<file path="src/cci_pkg.sv">
// constants for the comparator change-detect and control block
// assumes a single 10 MHz clock and an AXI4-Lite register bus
package cci_pkg;
  localparam logic [7:0] CCI_CTRL_OFS = 8'h00;
  localparam logic [7:0] CCI_FLAG_OFS = 8'h04;
  localparam logic [7:0] CCI_EN_OFS = 8'h08;
  localparam logic [7:0] CCI_STAT_OFS = 8'h0c;
  localparam logic [7:0] CCI_CTRL_RST = 8'h00;
  localparam int CCI_ON_BIT = 7;
  localparam int CCI_OUT_BIT = 6;
  localparam int CCI_OE_BIT = 5;
  localparam int CCI_POL_BIT = 4;
  localparam int CCI_RSV_BIT = 3;
  localparam int CCI_REF_BIT = 2;
  localparam logic [7:0] CCI_CTRL_WMASK = 8'hb7;
  localparam int CCI_EN_CMP_BIT = 0;
  localparam int CCI_EN_PER_BIT = 1;
  localparam int CCI_EN_GLB_BIT = 2;
  localparam logic [1:0] CCI_RESP_OKAY = 2'h0;
  localparam logic [1:0] CCI_RESP_SLVERR = 2'h2;
  localparam int CCI_PHASES = 4;
endpackage

</file>
<file path="src/cci_comparator.sv">
// comparator digital control, mismatch detect and interrupt flag
// assumes an analog compare result synchronous to clk
//
// Chosen here: the AXI4-Lite slave port and the register addresses.
`timescale 1ns/1ns
module cci_comparator
  import cci_pkg::*;
(
  input wire logic clk, // 10 MHz clock
  input wire logic nrst, // async reset, active low
  input wire logic [7:0] s_axi_awaddr, // write address
  input wire logic s_axi_awvalid, // write address valid
  output logic s_axi_awready, // write address ready
  input wire logic [31:0] s_axi_wdata, // write data
  input wire logic [3:0] s_axi_wstrb, // write strobes
  input wire logic s_axi_wvalid, // write data valid
  output logic s_axi_wready, // write data ready
  output logic [1:0] s_axi_bresp, // write response
  output logic s_axi_bvalid, // write response valid
  input wire logic s_axi_bready, // write response ready
  input wire logic [7:0] s_axi_araddr, // read address
  input wire logic s_axi_arvalid, // read address valid
  output logic s_axi_arready, // read address ready
  output logic [31:0] s_axi_rdata, // read data
  output logic [1:0] s_axi_rresp, // read response
  output logic s_axi_rvalid, // read response valid
  input wire logic s_axi_rready, // read response ready
  input wire logic analog_gt, // analog: selected plus above minus
  input wire logic sleeping, // core is in sleep
  output logic comparator_enable, // analog comparator powered
  output logic internal_reference_sel, // plus input from reference
  output logic [1:0] negative_pin_sel, // minus input pin number
  output logic output_pin_drive, // result drive onto output pin
  output logic output_pin_en, // output pin override enable
  output logic core_irq, // interrupt request to core
  output logic wake_req // wake from sleep request
);
  // ==========================================================
  // phase-one strobe divider
  logic [1:0] phase_q;
  wire phase_one_clock = (phase_q == 2'h0);

  always_ff @(posedge clk or negedge nrst)
    if (!nrst)
      phase_q <= 2'h0;
    else
      phase_q <= phase_q + 2'h1;

  // ==========================================================
  // control register and result
  logic [7:0] ctrl_q;
  logic flag_q;
  logic [2:0] en_q;
  logic held_q;
  logic samp_q;
  logic mism_q;
  logic res_q;

  wire raw_result = analog_gt ^ ctrl_q[CCI_POL_BIT];
  wire comparator_result = ctrl_q[CCI_ON_BIT] & raw_result;
  wire [7:0] ctrl_rd = {ctrl_q[7], res_q, ctrl_q[5:4], 1'b0, ctrl_q[2:0]};

  always_ff @(posedge clk or negedge nrst)
    if (!nrst)
      res_q <= 1'b0;
    else if (phase_one_clock)
      res_q <= comparator_result;

  assign comparator_enable = ctrl_q[CCI_ON_BIT];
  assign internal_reference_sel = ctrl_q[CCI_REF_BIT];
  assign negative_pin_sel = ctrl_q[1:0];
  assign output_pin_en = ctrl_q[CCI_OE_BIT];
  assign output_pin_drive = ctrl_q[CCI_OE_BIT] & res_q;

  // ==========================================================
  // axi4-lite slave
  logic aw_q;
  logic w_q;
  logic [7:0] awaddr_q;
  logic [31:0] wdata_q;
  logic [3:0] wstrb_q;
  logic [1:0] bresp_q;
  logic [31:0] rdata_q;
  logic [1:0] rresp_q;

  assign s_axi_awready = !aw_q && !s_axi_bvalid;
  assign s_axi_wready = !w_q && !s_axi_bvalid;
  assign s_axi_arready = !s_axi_rvalid;
  assign s_axi_bresp = bresp_q;
  assign s_axi_rdata = rdata_q;
  assign s_axi_rresp = rresp_q;

  wire aw_take = s_axi_awvalid && s_axi_awready;
  wire w_take = s_axi_wvalid && s_axi_wready;
  wire ar_take = s_axi_arvalid && s_axi_arready;
  wire wr_go = aw_q && w_q;

  function automatic logic known_ofs(input logic [7:0] a);
    known_ofs = (a == CCI_CTRL_OFS) || (a == CCI_FLAG_OFS)
             || (a == CCI_EN_OFS) || (a == CCI_STAT_OFS);
  endfunction

  wire wr_ctrl = wr_go && (awaddr_q == CCI_CTRL_OFS) && wstrb_q[0];
  wire wr_flag = wr_go && (awaddr_q == CCI_FLAG_OFS) && wstrb_q[0];
  wire wr_en = wr_go && (awaddr_q == CCI_EN_OFS) && wstrb_q[0];
  wire rd_ctrl = ar_take && (s_axi_araddr == CCI_CTRL_OFS);
  // a control write begins with an internal read
  wire ctrl_touch = rd_ctrl || (wr_go && awaddr_q == CCI_CTRL_OFS);

  logic [31:0] rd_mux;
  always_comb
  begin
    rd_mux = 32'h0;
    case (s_axi_araddr)
      CCI_CTRL_OFS: rd_mux = {24'h0, ctrl_rd};
      CCI_FLAG_OFS: rd_mux = {31'h0, flag_q};
      CCI_EN_OFS: rd_mux = {29'h0, en_q};
      CCI_STAT_OFS: rd_mux = {29'h0, mism_q, samp_q, held_q};
      default: rd_mux = 32'h0;
    endcase
  end

  always_ff @(posedge clk or negedge nrst)
    if (!nrst)
    begin
      aw_q <= 1'b0;
      w_q <= 1'b0;
      awaddr_q <= 8'h00;
      wdata_q <= 32'h0;
      wstrb_q <= 4'h0;
      s_axi_bvalid <= 1'b0;
      bresp_q <= CCI_RESP_OKAY;
    end
    else
    begin
      if (aw_take)
      begin
        aw_q <= 1'b1;
        awaddr_q <= s_axi_awaddr;
      end
      if (w_take)
      begin
        w_q <= 1'b1;
        wdata_q <= s_axi_wdata;
        wstrb_q <= s_axi_wstrb;
      end
      if (wr_go)
      begin
        aw_q <= 1'b0;
        w_q <= 1'b0;
        s_axi_bvalid <= 1'b1;
        bresp_q <= known_ofs(awaddr_q) ? CCI_RESP_OKAY : CCI_RESP_SLVERR;
      end
      else if (s_axi_bvalid && s_axi_bready)
        s_axi_bvalid <= 1'b0;
    end

  always_ff @(posedge clk or negedge nrst)
    if (!nrst)
    begin
      s_axi_rvalid <= 1'b0;
      rdata_q <= 32'h0;
      rresp_q <= CCI_RESP_OKAY;
    end
    else if (ar_take)
    begin
      s_axi_rvalid <= 1'b1;
      rdata_q <= rd_mux;
      rresp_q <= known_ofs(s_axi_araddr) ? CCI_RESP_OKAY : CCI_RESP_SLVERR;
    end
    else if (s_axi_rready)
      s_axi_rvalid <= 1'b0;

  // ==========================================================
  // register writes
  always_ff @(posedge clk or negedge nrst)
    if (!nrst)
    begin
      ctrl_q <= CCI_CTRL_RST;
      en_q <= 3'h0;
    end
    else
    begin
      if (wr_ctrl)
        ctrl_q <= wdata_q[7:0] & CCI_CTRL_WMASK;
      if (wr_en)
        en_q <= wdata_q[2:0];
    end

  // ==========================================================
  // mismatch circuit, independent of output enable
  always_ff @(posedge clk or negedge nrst)
    if (!nrst)
    begin
      held_q <= 1'b0;
      samp_q <= 1'b0;
      mism_q <= 1'b0;
    end
    else
    begin
      if (ctrl_touch)
        held_q <= samp_q;
      if (phase_one_clock)
        samp_q <= comparator_result;
      mism_q <= held_q ^ samp_q;
    end

  // rising edge of mismatch; a touch masks it, the documented race
  wire mism_now = held_q ^ samp_q;
  wire mism_rise = mism_now && !mism_q && !ctrl_touch;

  always_ff @(posedge clk or negedge nrst)
    if (!nrst)
      flag_q <= 1'b0;
    else if (mism_rise)
      flag_q <= 1'b1;
    else if (wr_flag)
      flag_q <= wdata_q[0];

  // ==========================================================
  // interrupt and wake
  wire cmp_per = en_q[CCI_EN_CMP_BIT] && en_q[CCI_EN_PER_BIT];
  assign core_irq = flag_q && cmp_per && en_q[CCI_EN_GLB_BIT] && !sleeping;
  assign wake_req = flag_q && cmp_per && sleeping;
endmodule // cci_comparator

</file>
<file path="config.mk">
export PLATFORM = sky130hd
export DESIGN_NAME = cci_comparator
export DESIGN_NICKNAME = d
export VERILOG_FILES = /design/src/cci_pkg.sv /design/src/cci_comparator.sv
export SDC_FILE = /design/constraint.sdc
export NUM_CORES = 1
export LEC_CHECK = 0
export ABC_AREA = 1
export ABC_CLOCK_PERIOD_IN_PS = 1000
export BUFFER_PORTS_ARGS = -buffer_cell sky130_fd_sc_hd__buf_2
export CORE_AREA = 3 3 88 90
export CTS_CLUSTER_SIZE = 16
export DETAILED_ROUTE_END_ITERATION = 7
export DIE_AREA = 0 0 91 93
export PLACE_DENSITY_LB_ADDON = 0.08
export SYNTH_ARGS = -nofsm -noshare
export SYNTH_HDL_FRONTEND = slang
export SYNTH_SLANG_ARGS = --single-unit
</file>
<file path="constraint.sdc">
create_clock -name clk -period 1 [get_ports clk]
set_input_delay 0.25 -clock clk [delete_from_list [all_inputs] [get_ports clk]]
set_output_delay 0.25 -clock clk [all_outputs]
set_load 0.05 [all_outputs]
</file>
==> impl_metrics.ini, run 1 <==
[logic_synthesis]
synthArstFlopShare_pct = 100.0
synth_top_area_cell = dfrtp_1
ys_top_cells_by_area = dfrtp_1 (51%), buf_4 (10%), nand2_1 (7.9%)
synthFlopType = dfrtp_1
synth_top_area_share_pct = 51.34
post-synth-top-count-cell = nand2_1
ys_seq_area_share_pct = 51.34
ys_ff_latch = 43
ys_warn_count = 0
ys_types = 23
syn_avg_cell_area_sq_um = 9.112
synth_edf_count = 0
syn-cell-area_sq_um = 2096
syn_inst = 230
synthTopCellsByCount = nand2_1 (44), dfrtp_1 (43), buf_4 (29)

[sta]
rsz0062_at_grt = yes
fmax_ghz = 0.7595
whs_ns = 0.1165
setup_slack_ns = -0.3167
skew_ns = 0.01103
min_period_ns = 1.317
setup_violations = 60
slew_viol_final = 0
hold_viol_final = 0
fin_crit_sh_pct = 131.7

[drt]
drt-initial-drc-count = 64
detail_route.vias_per_cell = 4.007
drtAntennaViolNets = 0
wirelength_mm = 4.745
vias = 1751
detail_route.wl_per_cell_microns = 10.86
drcViolationCount = 0
firstDrtPassIters = 2

[clock_tree]
clock_path_buffers = 2
clock-sinks = 43
cts_htree_levels = 2
cts_tree = done
path_clk_slew_ns = 0.08
root_buffer = clkbuf_8
clk_latency_ns = 0.29
cts_buffers = 5

[critical_path]
cp_top_family = flip-flops
path_max_fanout = 2
critical-path-slowest-cell = dfrtp_1
critical_path_class = reg2out
critPathArrivalTime_ns = 1.07
max_stage_delay_ns = 0.40
timing.reg2reg.setup_slack_ns = -0.28
worst-path-buf-inv = 2
crit_chain = buf_6, nor2_4, buf_8
required_ns = 0.75
startpoint_type = flop
setup.worst_path.end_class = output port

[power_and_ir_drop]
leakagePower_nw = 1.683
p_per_area_nw_per_um2 = 2071
peakVddDrop_mv = 1.724

[final_layout]
area_growth_pct = 59.82
drive_above_1_share_pct = 54.14
diodes = 0
final_nets = 400
final_core_utilization_pct = 46.93
final_area_sq_um = 3349

[die]
die_h_microns = 93
pin_count = 110
initial_core_util_pct = 29.37
rows = 31
die-area_sq_um = 8463
die_w_microns = 91
coreArea_sq_um = 7137

[global_routing]
antenna_found_initial = 0
grt_pass1_vias = 1648
grt_overflow = 0
grt_max_degree = 26
grt_usage_pct = 11.68
grt_pass1_wl_mm = 7.866

[placement]
gp_congestion = 0.6843
place_area_sq_um = 2663
dp_hpwl_mm = 3.498
io_buffers = 53

[outcome]
failed_checks = setup timing
status = complete, but fails checks

[worst_hold_path]
worstHoldPathType = in2reg

[job]
max_cap_violations = 0
## metal layers
layer  track usage (%)  vias up  wire, microns
met5                 0        -              0
met2             17.90       57           2195
met4             4.146        0             63
li1                  -      894              -
met1             16.06      794           2201
met3             2.896        6            285
## power by group
part           internal, mW  total (mW)  switching, mW
sequential             2.21        2.56          0.351
clock                 0.480        1.07          0.588
combinational          1.53        3.30           1.78
total                  4.22        6.94           2.72
## registers in the layout, indices dropped and copies added (netlist names), 2 cells and up
name / cells
wdata_q: 6
en_q: 3
ctrl_q: 6
phase_q: 2
awaddr_q: 8
s_axi_rdata: 7
## cell families after synthesis
| kind of cell | after synthesis | synth area share [%] |
|---|---|---|
| AND/OR/NAND/NOR | 93 | 19.34 |
| buffers and inverters | 53 | 15.10 |
| flip-flops | 43 | 51.34 |
| AO/OA/AOI/OAI | 29 | 8.179 |
| multiplexers | 9 | 4.836 |
| adder cells (fa/ha/maj) | 1 | 0.5969 |
| other | 1 | 0.1789 |
| XOR/XNOR | 1 | 0.4180 |
## cells in the final DEF (no fill, tap or decap), types with 6 or more instances in the layout
master / count
buf_2: 31
buf_4: 35
inv_1: 17
o21ai_2: 8
nand2_2: 12
nand2_4: 7
nor2_2: 7
nor2_1: 12
nand2_1: 28
nand3_1: 9
a21oi_1: 7
mux2_2: 9
dfrtp_1: 39
conb_1: 27
o21ai_1: 7
buf_8: 6
nor2_4: 9
buf_6: 27
## metrics by stage
step | setup slack (ns) | setup TNS (ns) | cells | power, mW
6_report | -0.3167 | -11.09 | 437 | 6.935
5_1_grt | -0.3683 | -14.42 | 437 | 7.366
4_1_cts | -0.3288 | -11.69 | 429 | 6.998
3_5_place_dp | -0.2151 | -6.057 | 402 | 4.967
3_3_place_gp | -0.2101 | -5.951 | 402 | 4.938
2_1_floorplan | -0.5092 | -12.11 | 256 | 4.258
## what timing repair did
item / 4_1_cts / 5_1_grt
hold buffers: 1 / 0
setup buffers: 17 / 9
gates resized for setup: 90 / 20
endpoints found under the hold margin: 8 / 0
setup endpoints to repair: 51 / 62
cloned: 2 / 0
pin swaps: 13 / 14
## final timing paths
| kind | from | endpoint | cells after the start |
|---|---|---|---|
| setup / recovery | aw_q$_DFFE_PN0P_ | s_axi_awready | 3 |
| hold / removal | s_axi_rready | s_axi_rvalid$_DFFE_PN0P_ | 2 |
| setup reg to reg | w_q$_DFFE_PN0P_ | ctrl_q[4]$_DFFE_PN0P_ | 8 |
| hold reg to reg | phase_q[0]$_DFF_PN0_ | phase_q[0]$_DFF_PN0_ | 1 |
| max in group asynchronous | nrst | ctrl_q[7]$_DFFE_PN0P_ | 3 |
| min in group asynchronous | nrst | s_axi_rdata[5]$_DFFE_PN0P_ | 2 |
## area by class of cell
| class | count | area [sq um] |
|---|---|---|
| Fill cell | 708 | 3787 |
| Inverter | 22 | 95.09 |
| Tap cell | 99 | 123.9 |
| Sequential cell | 43 | 1081 |
| Clock inverter | 1 | 7.507 |
| Multi-Input combinational cell | 161 | 1040 |
| Timing Repair Buffer | 105 | 929.6 |
| Clock buffer | 6 | 72.57 |
No activity file was read; power rests on OpenSTA's default activity.
==> run 2, diff against run 1 <==
--- a/config.mk
+++ b/config.mk
@@ -8,10 +8,10 @@
 export ABC_AREA = 1
 export ABC_CLOCK_PERIOD_IN_PS = 1000
 export BUFFER_PORTS_ARGS = -buffer_cell sky130_fd_sc_hd__buf_2
-export CORE_AREA = 3 3 88 90
+export CORE_AREA = 3 3 104 76
 export CTS_CLUSTER_SIZE = 16
 export DETAILED_ROUTE_END_ITERATION = 7
-export DIE_AREA = 0 0 91 93
+export DIE_AREA = 0 0 107 79
 export PLACE_DENSITY_LB_ADDON = 0.08
 export SYNTH_ARGS = -nofsm -noshare
 export SYNTH_HDL_FRONTEND = slang
==> run 2 against run 1 <==
Compared with the run above: critical path depth is the same; highest routed layer unchanged; non-clock buffer count shrank 5; the flow still finishes with violations (setup timing); critical path type unchanged; flip-flop and latch count is the same.
==> impl_metrics.ini, run 2 (synthesis gave the netlist of run 1 again) <==
[critical_path]
cp_top_family = flip-flops
startpoint_type = flop
cp_num_cells = 3
critPathArrivalTime_ns = 1.06
setup.worst_path.end_class = output port
rr_worst_depth = 7
worst-path-buf-inv = 1
timing.reg2reg.setup_slack_ns = -0.29
path_max_fanout = 2
max_stage_delay_ns = 0.40
required_ns = 0.75
crit_chain = nand3_4, nor2_4, buf_6
critical-path-slowest-cell = dfrtp_1
critical_path_class = reg2out

[sta]
min_period_ns = 1.312
hold_viol_final = 0
final.setup.tns_ns = -9.388
whs_ns = 0.1206
setup_violations = 60
slew_viol_final = 0
setup_slack_ns = -0.3115
fmax_ghz = 0.7625
rsz0062_at_grt = yes
fin_crit_sh_pct = 131.2
skew_ns = 0.004815

[power_and_ir_drop]
power_mw = 7.069
peakVddDrop_mv = 1.581
p_per_area_nw_per_um2 = 2134
leakagePower_nw = 1.643

[drt]
firstDrtPassIters = 4
drcViolationCount = 0
vias = 1725
drt-initial-drc-count = 55
wirelength_mm = 5.003
drtAntennaViolNets = 0
detail_route.vias_per_cell = 4.040
detail_route.wl_per_cell_microns = 11.72

[global_routing]
grt_max_degree = 27
antenna_found_initial = 0
grt_pass1_vias = 1640
grt_overflow = 0
grt_pass1_wl_mm = 7.872
grt_usage_pct = 11.90

[clock_tree]
clk_latency_ns = 0.29
cts_tree = done
root_buffer = clkbuf_8
cts_buffers = 5
clock_path_buffers = 2
path_clk_slew_ns = 0.08
clock-sinks = 43
cts_htree_levels = 2

[placement]
dp_hpwl_mm = 3.650
place_area_sq_um = 2671
dp_cells = 399
gp_congestion = 0.7350
io_buffers = 53
pre_cts_slack_ns = -0.2792

[die]
die_w_microns = 107
coreArea_sq_um = 6850
die-area_sq_um = 8453
rows = 25
pin_count = 110
die_h_microns = 79
initial_core_util_pct = 30.59

[final_layout]
final_core_utilization_pct = 48.35
final_common_cell = dfrtp_1
layout_common_cells = dfrtp_1 (37), buf_2 (31), buf_6 (31)
diodes = 0
largest_register_ffs = 8
area_growth_pct = 58.03
layoutNonFillerInstCount = 427
drive_above_1_share_pct = 55.86
final_nets = 394
final_area_sq_um = 3312
largest_register = awaddr_q

[outcome]
status = complete, but fails checks
failed_checks = setup timing

[job]
max_cap_violations = 0

[worst_hold_path]
worstHoldPathType = in2reg
whs_path_depth = 2
## run 2: changes by cell type in the layout (fill, tap and decap cells not counted), moves of 2 or more
cell | before | now
buf_4 | 35 | 29
buf_6 | 27 | 31
nand2_2 | 12 | 15
nand2_4 | 7 | 4
a21oi_1 | 7 | 5
a21oi_2 | 3 | 5
dfrtp_1 | 39 | 37
dfrtp_2 | 4 | 6
nand2_1 | 28 | 26
o21ai_2 | 8 | 10
## run 2: cell type report
type                            count  area, sq um
Timing Repair Buffer              100        867.1
Fill cell                         665         3538
Clock inverter                      1        5.005
Inverter                           22        100.1
Multi-Input combinational cell    160         1052
Tap cell                           94        117.6
Clock buffer                        7        86.33
Sequential cell                    43         1084
## run 2: power by group
group	internal [mW]	total (mW)	switching, mW
registers	2.22	2.61	0.387
clock network	0.558	1.15	0.595
logic	1.52	3.31	1.79
total	4.30	7.07	2.77
## run 2: worst reg2reg max path, cell delays in order (launching register included)
cell     delay, ns
dfrtp_2       0.42
buf_4         0.13
nand2_4       0.06
nor3_4        0.17
nand3_2       0.12
buf_12        0.17
nand2_2       0.06
o21ai_2       0.04
## run 2: path summary, 6_finish.rpt
path	startpoint	to
max	flag_q$_DFFE_PN0P_	core_irq
min	s_axi_rready	s_axi_rvalid$_DFFE_PN0P_
max reg2reg	w_q$_DFFE_PN0P_	ctrl_q[1]$_DFFE_PN0P_
min reg2reg	phase_q[0]$_DFF_PN0_	phase_q[0]$_DFF_PN0_
max in group asynchronous	nrst	s_axi_rvalid$_DFFE_PN0P_
min in group asynchronous	nrst	s_axi_bvalid$_DFFE_PN0P_
## run 2: what timing repair did
item                                    4_1_cts  5_1_grt
gates resized for setup                      95       26
buffers inserted                             12        8
endpoints found under the setup margin       52       61
pin swaps                                    19       14
hold buffers                                  1        0
hold endpoints to repair                      8        0
## run 2: per-layer routing
| metal | track usage, % | part of all wire [%] | vias up |
|---|---|---|---|
| met4 | 3.831 | 1.2 | 0 |
| met5 | 0 | 0 | - |
| li1 | - | - | 879 |
| met1 | 17.57 | 51 | 784 |
| met3 | 3.737 | 6.4 | 9 |
| met2 | 16.39 | 41 | 53 |
==> run 3, diff against run 2 <==
--- a/config.mk
+++ b/config.mk
@@ -6,9 +6,10 @@
 export NUM_CORES = 1
 export LEC_CHECK = 0
 export ABC_AREA = 1
-export ABC_CLOCK_PERIOD_IN_PS = 1000
+export ABC_CLOCK_PERIOD_IN_PS = 1450
 export BUFFER_PORTS_ARGS = -buffer_cell sky130_fd_sc_hd__buf_2
 export CORE_AREA = 3 3 104 76
+export CTS_BUF_LIST = sky130_fd_sc_hd__clkbuf_16
 export CTS_CLUSTER_SIZE = 16
 export DETAILED_ROUTE_END_ITERATION = 7
 export DIE_AREA = 0 0 107 79
==> constraint.sdc (replaced) <==
create_clock -name clk -period 1.45 [get_ports clk]
set_input_delay 0.3625 -clock clk [delete_from_list [all_inputs] [get_ports clk]]
set_output_delay 0.3625 -clock clk [all_outputs]
set_load 0.05 [all_outputs]
==> run 3 against run 2 <==
Compared with the run above: setup slack better by 0.36 ns; critical path type unchanged; largest power group is now sequential cells; final cell count down 8.7%; clock skew barely moved; die area unchanged; via count down 8.3%; the flow now finishes without violations.
==> impl_metrics.ini, run 3 (synthesis gave the netlist of run 1 again) <==
[sta]
fmax_ghz = 0.7119
rsz0062_at_grt = yes
hold_viol_final = 0
skew_ns = 0.005164
whs_ns = 0.2648
fin_crit_sh_pct = 96.87
slew_viol_final = 0
setup_violations = 0
setup_slack_ns = 0.04539
final.setup.tns_ns = 0
min_period_ns = 1.405

[worst_hold_path]
min_from = s_axi_rready
worstHoldPathType = in2reg
hold_end = s_axi_rvalid$_DFFE_PN0P_
whs_path_depth = 2

[critical_path]
required_ns = 1.09
crit_chain = nor2_4, buf_6
worst-path-buf-inv = 1
critical_path_class = reg2out
path_max_fanout = 3
r2r_start = w_q$_DFFE_PN0P_
r2r-end = ctrl_q[2]$_DFFE_PN0P_
rr_worst_depth = 7
startpoint_type = flop
timing.reg2reg.setup_slack_ns = 0.15
critical-path-slowest-cell = dfrtp_1
setup.worst_path.end_class = output port
cp_top_family = flip-flops
max_stage_delay_ns = 0.43
critPathArrivalTime_ns = 1.04

[global_routing]
grt_pass1_wl_mm = 7.555
grt_overflow = 0
grt_usage_pct = 11.57
antenna_found_initial = 0
grt_max_degree = 33
grt_pass1_vias = 1517

[drt]
firstDrtPassIters = 4
drcViolationCount = 0
detail_route.wl_per_cell_microns = 11.46
drt-initial-drc-count = 50
wirelength_mm = 4.468
drtAntennaViolNets = 0
detail_route.vias_per_cell = 4.054
vias = 1581

[final_layout]
layout_common_cells = buf_2 (47), nand2_1 (43), dfrtp_1 (40)
multi_input_area_sq_um = 838.3
final_common_cell = buf_2
layoutNonFillerInstCount = 390
area_growth_pct = 27.28
largest_register_ffs = 8
drive_above_1_share_pct = 35.47
final_nets = 357
regArea_sq_um = 1080
diodes = 0
largest_register = awaddr_q
nFillCells = 716

[job]
max_cap_violations = 0

[outcome]
status = finished, final reports clean

[placement]
gp_congestion = 0.6891
dp_hpwl_mm = 3.491
dp_cells = 378
pre_cts_slack_ns = 0.1147
io_buffers = 53

[power_and_ir_drop]
p_per_area_nw_per_um2 = 1616
leakagePower_nw = 1.375
peakVddDrop_mv = 0.4962

[die]
die_h_microns = 79
rows = 25
initial_core_util_pct = 30.59
pin_count = 110
die-area_sq_um = 8453
die_w_microns = 107
coreArea_sq_um = 6850

[clock_tree]
clk_latency_ns = 0.28
clock-sinks = 43
cts_buffers = 5
path_clk_slew_ns = 0.06
cts_htree_levels = 2
clock_path_buffers = 2
root_buffer = clkbuf_16
cts_tree = done
run 3: cell count changes in the layout (fill, tap and decap cells not counted), sizes merged:
| cell | delta |
|---|---|
| buf | -38 |
| clkbuf | -1 |
| clkinvlp | +1 |
| inv | +1 |
run 3: worst max path at each step:
stage | start | endpoint | slack [ns] | cells past startpoint
after detailed placement | s_axi_araddr[1] | held_q$_DFFE_PN0P_ | 0.11 | 8
after global placement | s_axi_araddr[1] | flag_q$_DFFE_PN0P_ | 0.10 | 7
after global routing | en_q[0]$_DFFE_PN0P_ | core_irq | -0.02 | 3
final | aw_q$_DFFE_PN0P_ | s_axi_awready | 0.05 | 2
after CTS | w_q$_DFFE_PN0P_ | s_axi_wready | 0.004 | 3
after floorplan | s_axi_rvalid$_DFFE_PN0P_ | held_q$_DFFE_PN0P_ | -0.07 | 7
run 3: worst register-to-register path, delay by kind of cell, from the launching register on:
kind	cells	cell delay [ns]
AO/OA/AOI/OAI	1	0.05
buffers and inverters	2	0.31
flip-flops	1	0.42
AND/OR/NAND/NOR	4	0.42
run 3: metrics by stage:
stage | area, sq um | power, mW | utilization (%)
6_report | 2668 | 4.310 | 38.94
5_1_grt | 2668 | 4.601 | 38.94
3_5_place_dp | 2451 | 3.190 | 35.78
2_1_floorplan | 2232 | 2.873 | -
4_1_cts | 2660 | 4.392 | 38.83
3_3_place_gp | 2451 | 3.173 | 35.78
run 3: where the power goes:
| group | switching [mW] | internal [mW] |
|---|---|---|
| Combinational | 0.938 | 0.510 |
| Clock | 0.457 | 0.634 |
| Sequential | 0.244 | 1.53 |
| Total | 1.64 | 2.67 |
run 3: area by class of cell:
| type | count | share of cell area (%) |
|---|---|---|
| Sequential cell | 43 | 40.48 |
| Inverter | 22 | 3.330 |
| Tap cell | 94 | 4.409 |
| Timing Repair Buffer | 63 | 14.92 |
| Clock inverter | 3 | 0.7505 |
| Clock buffer | 5 | 4.690 |
| Multi-Input combinational cell | 160 | 31.43 |
run 3: repair_timing:
| action | CTS | global route |
|---|---|---|
| pin swaps | 2 | 2 |
| endpoints found under the hold margin | 11 | 0 |
| setup endpoints to repair | 5 | 6 |
| setup buffers | 3 | 1 |
| hold buffers | 1 | 0 |
| resized for setup | 10 | 4 |
run 3: layer usage:
layer	share of wire (%)	GRT usage (%)	vias up	wire [microns]
met5	0	0	-	0
met4	0.98	3.065	0	44
met3	5.7	3.899	4	254
met2	40	15.83	44	1809
met1	53	17.27	727	2359
li1	-	-	806	-
